File: src/logic/ccsm_defines.svh
`ifndef CCSM_DEFINES_SVH
`define CCSM_DEFINES_SVH

// register word indices on the plain register port
`define CCSM_A_SIZE 4'h0
`define CCSM_A_TEC 4'h1
`define CCSM_A_REC 4'h2
`define CCSM_A_FLAGS 4'h3
`define CCSM_A_CODE 4'h4
`define CCSM_A_BITS 4'h5
`define CCSM_A_BOFF 4'h6
`define CCSM_A_RECOV 4'h7
`define CCSM_A_RESET 4'h8
`define CCSM_A_CTRL 4'h9

// fixed and reset values
`define CCSM_ENTRIES 16'h0005
`define CCSM_CNT_MAX 16'h7fff
`define CCSM_CNT_RST 16'h0000
`define CCSM_CTRL_RST 2'h0

// control register fields
`define CCSM_CB_CMDSRC 0
`define CCSM_CB_RECOV 1
`define CCSM_CB_RESTART 2

// error flag bit positions
`define CCSM_FB_OVR 5
`define CCSM_FB_TXO 6
`define CCSM_FB_RXO 7
`define CCSM_FB_PAS 8
`define CCSM_FB_BOFF 9

// controller state bit positions
`define CCSM_SB_INIT 0
`define CCSM_SB_ACT 1
`define CCSM_SB_BOFF 2
`define CCSM_SB_PAS 3

// reported state codes
`define CCSM_SC_IDLE 16'h0000
`define CCSM_SC_INIT 16'h0001
`define CCSM_SC_RO 16'h0002
`define CCSM_SC_OK 16'h0004
`define CCSM_SC_WARN 16'h0005
`define CCSM_SC_FAULT 16'h0006

`endif

File: src/logic/ccsm_pkg.sv
package ccsm_pkg;

    // link states, gray along idle-init-ok-warn-fault
    typedef enum logic [2:0] {
        ccsm_st_idle = 3'h0,
        ccsm_st_init = 3'h1,
        ccsm_st_ok = 3'h3,
        ccsm_st_warn = 3'h2,
        ccsm_st_fault = 3'h6,
        ccsm_st_ro = 3'h7
    } ccsm_state_t;

    // status bundle from the can protocol controller
    typedef struct packed {
        logic [7:0] tec;
        logic [7:0] rec;
        logic init_done;
        logic active;
        logic passive;
        logic bus_off;
        logic overrun;
        logic tx_ovf;
        logic rx_ovf;
    } ccsm_ctl_t;

    // register port request
    typedef struct packed {
        logic [3:0] addr;
        logic [15:0] wdata;
        logic wr;
        logic rd;
    } ccsm_req_t;

endpackage : ccsm_pkg
File: src/logic/ccsm_monitor.sv
// Local design decisions: the strobed register port and the address map.
`timescale 1ns/100ps
`include "ccsm_defines.svh"

module ccsm_monitor
    import ccsm_pkg::*;
(
    input wire logic clk,
    input wire logic rst,
    input wire logic ce,
    input wire ccsm_req_t req,
    output logic [15:0] rdata,
    input wire ccsm_ctl_t ctl,
    output logic ctl_init_req,
    output logic recov_req,
    output logic motion_allow,
    output logic comm_fault
);

    // snapshot of controller status, same clock so no synchroniser
    ccsm_ctl_t snap;
    // state machine
    ccsm_state_t st;
    ccsm_state_t next_st;
    // event counters
    logic [15:0] boff_cnt;
    logic [15:0] recov_cnt;
    logic [15:0] reset_cnt;
    // software control bits
    logic [1:0] ctrl;
    // one recovery attempt per bus-off stay
    logic recov_done;
    logic [15:0] next_rdata;

    // saturating increment, never wraps past the top
    function automatic logic [15:0] sat_inc(input logic [15:0] v);
        sat_inc = (v == `CCSM_CNT_MAX) ? v : v + 16'h0001;
    endfunction : sat_inc

    // register write decode
    wire wr_ctrl = req.wr && (req.addr == `CCSM_A_CTRL);
    // restart is a write-one pulse, not stored
    wire sw_restart = wr_ctrl && req.wdata[`CCSM_CB_RESTART];
    wire cmd_src = ctrl[`CCSM_CB_CMDSRC];
    wire recov_en = ctrl[`CCSM_CB_RECOV];

    // events that move the counters
    wire enter_fault = (next_st == ccsm_st_fault) &&
                       (st != ccsm_st_fault);
    wire leave_fault = (st == ccsm_st_fault) &&
                       (next_st == ccsm_st_init);
    wire try_recov = (st == ccsm_st_fault) && recov_en &&
                     !recov_done && snap.bus_off;

    // error flag word, reserved bits tied low
    wire [15:0] flags;
    assign flags[4:0] = 5'h00;
    assign flags[`CCSM_FB_OVR] = snap.overrun;
    assign flags[`CCSM_FB_TXO] = snap.tx_ovf;
    assign flags[`CCSM_FB_RXO] = snap.rx_ovf;
    assign flags[`CCSM_FB_PAS] = snap.passive;
    assign flags[`CCSM_FB_BOFF] = snap.bus_off;
    assign flags[15:10] = 6'h00;

    // controller state bits
    wire [15:0] sbits;
    assign sbits[`CCSM_SB_INIT] = snap.init_done;
    assign sbits[`CCSM_SB_ACT] = snap.active;
    assign sbits[`CCSM_SB_BOFF] = snap.bus_off;
    assign sbits[`CCSM_SB_PAS] = snap.passive;
    assign sbits[15:4] = 12'h000;

    // state to reported code; 3 and 7 have no source
    logic [15:0] code;
    always_comb begin
        unique case (st)
            ccsm_st_idle: code = `CCSM_SC_IDLE;
            ccsm_st_init: code = `CCSM_SC_INIT;
            ccsm_st_ro: code = `CCSM_SC_RO;
            ccsm_st_ok: code = `CCSM_SC_OK;
            ccsm_st_warn: code = `CCSM_SC_WARN;
            ccsm_st_fault: code = `CCSM_SC_FAULT;
            default: code = `CCSM_SC_IDLE;
        endcase
    end

    // next state; bus-off outranks passive everywhere
    always_comb begin
        next_st = st;
        unique case (st)
            // idle lasts one enabled cycle after reset
            ccsm_st_idle: next_st = ccsm_st_init;
            // controller held in setup until it reports ready
            ccsm_st_init: begin
                if (snap.init_done)
                    next_st = cmd_src ? ccsm_st_ok : ccsm_st_ro;
            end
            // read-only link still watches for bus-off
            ccsm_st_ro: begin
                if (snap.bus_off)
                    next_st = ccsm_st_fault;
                else if (cmd_src)
                    next_st = ccsm_st_ok;
            end
            ccsm_st_ok: begin
                if (snap.bus_off)
                    next_st = ccsm_st_fault;
                else if (snap.passive)
                    next_st = ccsm_st_warn;
                else if (!cmd_src)
                    next_st = ccsm_st_ro;
            end
            ccsm_st_warn: begin
                if (snap.bus_off)
                    next_st = ccsm_st_fault;
                else if (!snap.passive)
                    next_st = ccsm_st_ok;
            end
            // leave only by reinitialising the interface
            ccsm_st_fault: begin
                if (!snap.bus_off || sw_restart)
                    next_st = ccsm_st_init;
            end
            default: next_st = ccsm_st_idle;
        endcase
    end

    // init, motion and fault outputs straight from the state register
    assign ctl_init_req = (st == ccsm_st_init);
    // motion only in clean or warning states
    assign motion_allow = (st == ccsm_st_ok) ||
                          (st == ccsm_st_warn);
    assign comm_fault = (st == ccsm_st_fault);
    // one cycle request toward the controller
    assign recov_req = try_recov && ce;

    // read mux; unmapped words read zero
    always_comb begin
        unique case (req.addr)
            `CCSM_A_SIZE: next_rdata = `CCSM_ENTRIES;
            `CCSM_A_TEC: next_rdata = {8'h00, snap.tec};
            `CCSM_A_REC: next_rdata = {8'h00, snap.rec};
            `CCSM_A_FLAGS: next_rdata = flags;
            `CCSM_A_CODE: next_rdata = code;
            `CCSM_A_BITS: next_rdata = sbits;
            `CCSM_A_BOFF: next_rdata = boff_cnt;
            `CCSM_A_RECOV: next_rdata = recov_cnt;
            `CCSM_A_RESET: next_rdata = reset_cnt;
            `CCSM_A_CTRL: next_rdata = {14'h0000, ctrl};
            default: next_rdata = 16'h0000;
        endcase
    end

    // read data stands only in the cycle after an enabled strobe; low enable holds it
    always_ff @(posedge clk or posedge rst) begin
        if (rst)
            rdata <= 16'h0000;
        else if (ce)
            rdata <= req.rd ? next_rdata : 16'h0000;
    end

    // controller snapshot
    always_ff @(posedge clk or posedge rst) begin
        if (rst)
            snap <= '0;
        else if (ce)
            snap <= ctl;
    end

    // state register
    always_ff @(posedge clk or posedge rst) begin
        if (rst)
            st <= ccsm_st_idle;
        else if (ce)
            st <= next_st;
    end

    // control register, software writable
    always_ff @(posedge clk or posedge rst) begin
        if (rst)
            ctrl <= `CCSM_CTRL_RST;
        else if (ce && wr_ctrl)
            ctrl <= req.wdata[1:0];
    end

    // recovery latch, rearmed on every fault entry
    always_ff @(posedge clk or posedge rst) begin
        if (rst)
            recov_done <= 1'b0;
        else if (ce)
            recov_done <= enter_fault ? 1'b0 : (recov_done || try_recov);
    end

    // event counters; they only rise, so nothing races a clear
    always_ff @(posedge clk or posedge rst) begin
        if (rst) begin
            boff_cnt <= `CCSM_CNT_RST;
            recov_cnt <= `CCSM_CNT_RST;
            reset_cnt <= `CCSM_CNT_RST;
        end else if (ce) begin
            if (enter_fault)
                boff_cnt <= sat_inc(boff_cnt);
            if (try_recov)
                recov_cnt <= sat_inc(recov_cnt);
            if (leave_fault)
                reset_cnt <= sat_inc(reset_cnt);
        end
    end

    wire rd_tec = ce && req.rd && (req.addr == `CCSM_A_TEC);
    wire rd_rec = ce && req.rd && (req.addr == `CCSM_A_REC);
endmodule : ccsm_monitor

File: config.mk
export PLATFORM = sky130hd
export DESIGN_NAME = ccsm_monitor
export DESIGN_NICKNAME = d
export VERILOG_FILES = /design/src/logic/ccsm_pkg.sv /design/src/logic/ccsm_monitor.sv
export VERILOG_INCLUDE_DIRS = /design/src /design/src/logic
export SDC_FILE = /design/constraint.sdc
export NUM_CORES = 1
export LEC_CHECK = 0
export ABC_AREA = 1
export BUFFER_PORTS_ARGS = -buffer_cell sky130_fd_sc_hd__buf_4
export CORE_ASPECT_RATIO = 0.8
export CORE_MARGIN = 2
export CORE_UTILIZATION = 30
export CTS_CLUSTER_DIAMETER = 80
export DETAILED_ROUTE_END_ITERATION = 6
export MAX_ROUTING_LAYER = met4
export PLACE_DENSITY = 0.58
export REMOVE_ABC_BUFFERS = 1
export SKIP_LAST_GASP = 1
export SLEW_MARGIN = 40
export SYNTH_ARGS = -nofsm -noshare
export SYNTH_HDL_FRONTEND = slang
export SYNTH_SLANG_ARGS = --single-unit
File: constraint.sdc
create_clock -name clk -period 3.71 [get_ports clk]
set_input_delay 0.371 -clock clk [delete_from_list [all_inputs] [get_ports clk]]
set_output_delay 0.371 -clock clk [all_outputs]
set_load 0.02 [all_outputs]
# == After elaboration in Yosys (flattened, before gate mapping) ==
# Index checks and enable logic that the tools add are counted.
# totals
wordCells,76
register_bits,93
# op_classes
n_reduce_logical,19
add_sub_neg,3
muxes,15
n_eq_ne,20
n_bitwise,3
# op_table
operator,count
case mux 16 bit (10 select lines),1
"adder 16 x 1 -> 16 bit, second input constant",3
"equality test 16 x 15 -> 1 bit, second input constant",3
2-to-1 mux 3 bit,10
case mux 3 bit (6 select lines),1
"equality test 4 x 3 -> 1 bit, second input constant",4
2-to-1 mux 16 bit,1
case mux 3 bit (5 select lines),1
"equality test 3 bit, second input constant",3
logical AND 1 bit,9
AND reduction 3 bit,3
"equality test 4 x 2 -> 1 bit, second input constant",2
"equality test 4 bit, second input constant",2
"equality test 3 x 1 -> 1 bit, second input constant",2
"equality test 3 x 2 -> 1 bit, second input constant",2
"equality test 4 x 1 -> 1 bit, second input constant",1
logical NOT 4 bit,1
logical NOT 3 bit,1
logical OR 1 bit,3
"inequality test 3 bit, second input constant",1
inverter 1 bit,3
logical NOT 1 bit,2
2-to-1 mux 1 bit,1

# == Longest topological paths before layout ==
# logic_depth
depth_word,9
mapped_depth,12
mapped_depth_nobuf,11

# == Least setup slack after synthesis ==
# No wires, ideal clock.
# synth_timing
path_kind,register to register
start,register st[1]
end,register recov_cnt[11]
period_less_slack_ns,1.775
path_buffers,1
arrival_ns,1.659
t_required_ns,3.593
path_stages_with_launch,11
setup_ns,0.117
setup_slack_ns,1.935
path_cell_list,dfrtp_1 nand2_2 nor2_4 inv_2 nor4_4 nand2_2 buf_6 nor2_4 nand2_1 nand2_1 nand2_1
# synth_via
elab_chain_len,5
# synth_lines
element,line_no,text
"start, declared",ccsm_monitor.sv:23,ccsm_state_t st;
"start signal, assigned",ccsm_monitor.sv:173,st <= ccsm_st_idle;
"start signal, assigned",ccsm_monitor.sv:175,st <= next_st;
equality test 3 bit,n/a,
named net comm_fault,ccsm_monitor.sv:17,output logic comm_fault
logical AND 1 bit (2 in a row),ccsm_monitor.sv:52,wire try_recov = (st == ccsm_st_fault) && recov_en &&
logical AND 1 bit,ccsm_monitor.sv:53,!recov_done && snap.bus_off;
AND reduction 3 bit (no source line),n/a,
"end signal, assigned",ccsm_monitor.sv:198,recov_cnt <= `CCSM_CNT_RST;
"end signal, assigned",ccsm_monitor.sv:204,recov_cnt <= sat_inc(recov_cnt);
"end, declared",ccsm_monitor.sv:27,logic [15:0] recov_cnt;
# The timed path passes the listed nets, and every way through them passes these cells.
# A chain may end at the register's enable or synchronous reset.

# == Worst setup path after layout ==
# layout_timing
start,register reset_cnt[0]
end,register reset_cnt[15]
# layout_via
elab_chain_len,3
word_cells_on_any_way,4
classes_between,add/sub (1); eq/ne (1); bitwise (1); reduce/logical (1)
# layout_lines
element,line_no,text
"start, declared",ccsm_monitor.sv:28,logic [15:0] reset_cnt;
"start signal, assigned",ccsm_monitor.sv:199,reset_cnt <= `CCSM_CNT_RST;
"start signal, assigned",ccsm_monitor.sv:206,reset_cnt <= sat_inc(reset_cnt);
branches (longest 3 deep; another with adder 16 x 1 -> 16 bit),n/a,
# Several ways; the timed one is not identified.

==> run metrics <==
# resized after CTS 0; Crit path required time 3.94 ns; postcts setup bufs 0; Syn Inst Count slightly above 700; Power Density roughly 500 mW/mm²; CTS tree done; diode count 0; # hold bufs at CTS 0; R2R Setup Slk 1.37 ns; startpoint types register; r2r startpoint reset_cnt[0]; ys async rst share 100%; largest family of logic cells by synthesized area simple AND/OR/NAND/NOR gates; clk root buf clkbuf_16; Seq cells post-synth 93; Core Rows 43; DRC 0; CTS buffer count 9; routability cong. between 0.9 and 1; Longest Clk Path Bufs 2; hpwl dp 10.9 mm; Max-slew headroom 58.5%; grt ovf 0; largest net degree at the start of global routing between 40 and 50; Synth top area share approximately 44%; vias in the first global route 4,672; Mean Syn Cell Area 7.28 µm²; H-tree Lvls 3; Final nets a little over 800; CP Capture Type register; vias 4,752; Least-Margin Pin Slew 0.622 ns; register area share after synthesis 44.1%; adder-cell area share of the yosys netlist 0.712%; Avg Vias per Cell between 4 and 5; worst setup margin 1.37 ns; Worst R2R Path Depth 11; dpl ws 1.26 ns; Critical Path Sink reset_cnt[15]; VDD IR-drop max 0.282 mV; Syn. warnings 0; Die W 152 µm; Worst Hold Class primary input to asynchronous set/reset pin; fin. max-slew vios 0; worst path arrival time 2.57 ns; clock transition at the registers of the reported paths 0.06 ns; Synth Area in Simple Gates 31.8%; xor/xnor cell area share of the yosys netlist 6.15%; Synth Area in Compound Gates 9.44%; Routed wire per std cell 14.4 µm; Synth cell types 31; initial antenna violation count 0; crit path from reset_cnt[0]; Final Hold Viols 0; first-pass GRT wire length 24.3 mm; core box area 0.0173 mm²; WS Path Type register to register; Total GRT Usage 16.9%; Fin Setup TNS 0 ns; max cap viols 0; Tcrit/Tclk final between 60 and 70%; DRT Pass-1 Iters 5; area of the die 0.0187 mm²; R2R Path End reset_cnt[15]; Iter 0 DRT Violations 331; register area about 0.0023 mm²; status completed; fmax roughly 430 MHz; Area Overhead vs Synth 17.5%; Layout Skew 0.00565 ns; routed wire length between 10 and 15 mm; RSZ-0062 raised after global routing false; initial core utilization 30.5%; ratio of cells with drive above 1 in the final layout a little under an eighth; clock sink total 93; Synth area leader dfrtp_1; port buffer count 54; static leakage 3.05 nW; synthesized area 0.00527 mm²; # fillers 1,826; clock latency on the worst-skew pair 0.34 ns; post-synthesis mux area share less than 1%; CP max FO 19; number of flops mapped to enable cells by yosys 0; Multi-input gate area 0.00254 mm²; antenna-violating nets left 0; setup violators final 0; die height 123 µm; Final Critical Period 2.34 ns; Ports slightly below 70; leading post-synthesis cells by cell area dfrtp_1 44%, nand2_1 18%, o21ai_0 5.7%; Top FF cell, synth dfrtp_1
through the flow:
stage	cell area (µm²)	cells	util [%]	hold WS [ns]	power, mW
after floorplan	5180	707	-	0.442	1.90
after global placement	5900	990	34.2	0.461	2.16
after detailed placement	5900	990	34.2	0.460	2.16
after CTS	6190	1006	35.9	0.120	3.11
after global routing	6190	1006	35.9	0.140	3.29
final	6190	1006	35.9	0.0966	3.08
cell usage in the layout (no fill, tap or decap), drive strengths merged, types with 2 or more instances in the layout:
| cell type | netlist | routed |
|---|---|---|
| clkinv | 1 | 3 |
| ha | 3 | 3 |
| nor2 | 67 | 67 |
| xor2 | 34 | 34 |
| o2111ai | 3 | 3 |
| dfrtp | 93 | 93 |
| nor3 | 17 | 17 |
| o21ai | 60 | 60 |
| buf | 9 | 58 |
| o22ai | 12 | 12 |
| inv | 81 | 81 |
| o31ai | 2 | 2 |
| nand2 | 257 | 257 |
| a21oi | 13 | 13 |
| nand3 | 47 | 47 |
| nand4 | 8 | 8 |
| clkbuf | 8 | 12 |
| xnor2 | 3 | 3 |
metal layers:
layer / vias up / part of all wire (%) / GRT usage (%) / routed length [µm]
met4: 0 / 0.85 / 3.33 / 123
met5: - / 0 / - / 0
met3: 12 / 4.7 / 2.90 / 681
li1: 2405 / - / - / -
met1: 2234 / 52 / 24.4 / 7590
met2: 101 / 42 / 25.0 / 6130
worst max-delay path: stages (launching register included):
cell,delay (ns)
dfrtp_1,0.40
ha_1,0.23
nand3_1,0.14
inv_1,0.07
nand2_1,0.15
nor2_1,0.10
nor2_1,0.09
nand3_1,0.41
inv_2,0.43
nand2_1,0.09
nand2_1,0.07
nand2_1,0.04
cell type report:
| cell class | count | share of cell area [%] |
|---|---|---|
| Clock buffer | 12 | 3.98 |
| Clock inverter | 4 | 0.768 |
| Inverter | 82 | 5.01 |
| Sequential cell | 93 | 37.6 |
| Timing Repair Buffer | 58 | 7.03 |
| Tap cell | 225 | 4.55 |
| Multi-Input combinational cell | 532 | 41.1 |
cells in the mapped netlist, types with 7 or more instances:
master	instances
clkbuf_1	8
nor2_1	59
xor2_1	34
a21oi_1	13
nand3_1	47
nand4_1	7
dfrtp_1	93
o22ai_1	12
o21ai_0	60
inv_1	78
nor3_1	17
nand2_1	255
state kept, by name (all words and copies together), names as in the netlist:
register    count
flags           5
ctrl            2
snap           16
rdata          16
recov_done      1
st              3
sbits           2
recov_cnt      16
reset_cnt      16
boff_cnt       16
worst min-delay path by stage:
stage | start | end | slack (ns) | cells past startpoint
floorplan | flags[5] | flags[5] | 0.44 | 2
detailed placement | flags[7] | flags[7] | 0.46 | 2
finish | rst | rdata[7] | 0.1 | 2
CTS | rst | rdata[7] | 0.12 | 2
global route | rst | rdata[7] | 0.14 | 2
global placement | flags[7] | flags[7] | 0.46 | 2
cells by family (layout without fill, tap and decap cells):
kind of cell | Yosys count | in the layout
adder cells (fa/ha/maj) | 3 | 3
AND/OR/NAND/NOR | 399 | 399
buffers and inverters | 99 | 156
XOR/XNOR | 37 | 37
flip-flops | 93 | 93
multiplexers | 1 | 1
AO/OA/AOI/OAI | 92 | 92
where the power goes:
part	switching [mW]	internal, mW
clock network	0.393	0.540
logic	0.513	0.272
registers	0.184	1.18
total	1.09	1.99
Power figures use the tool's default switching activity.
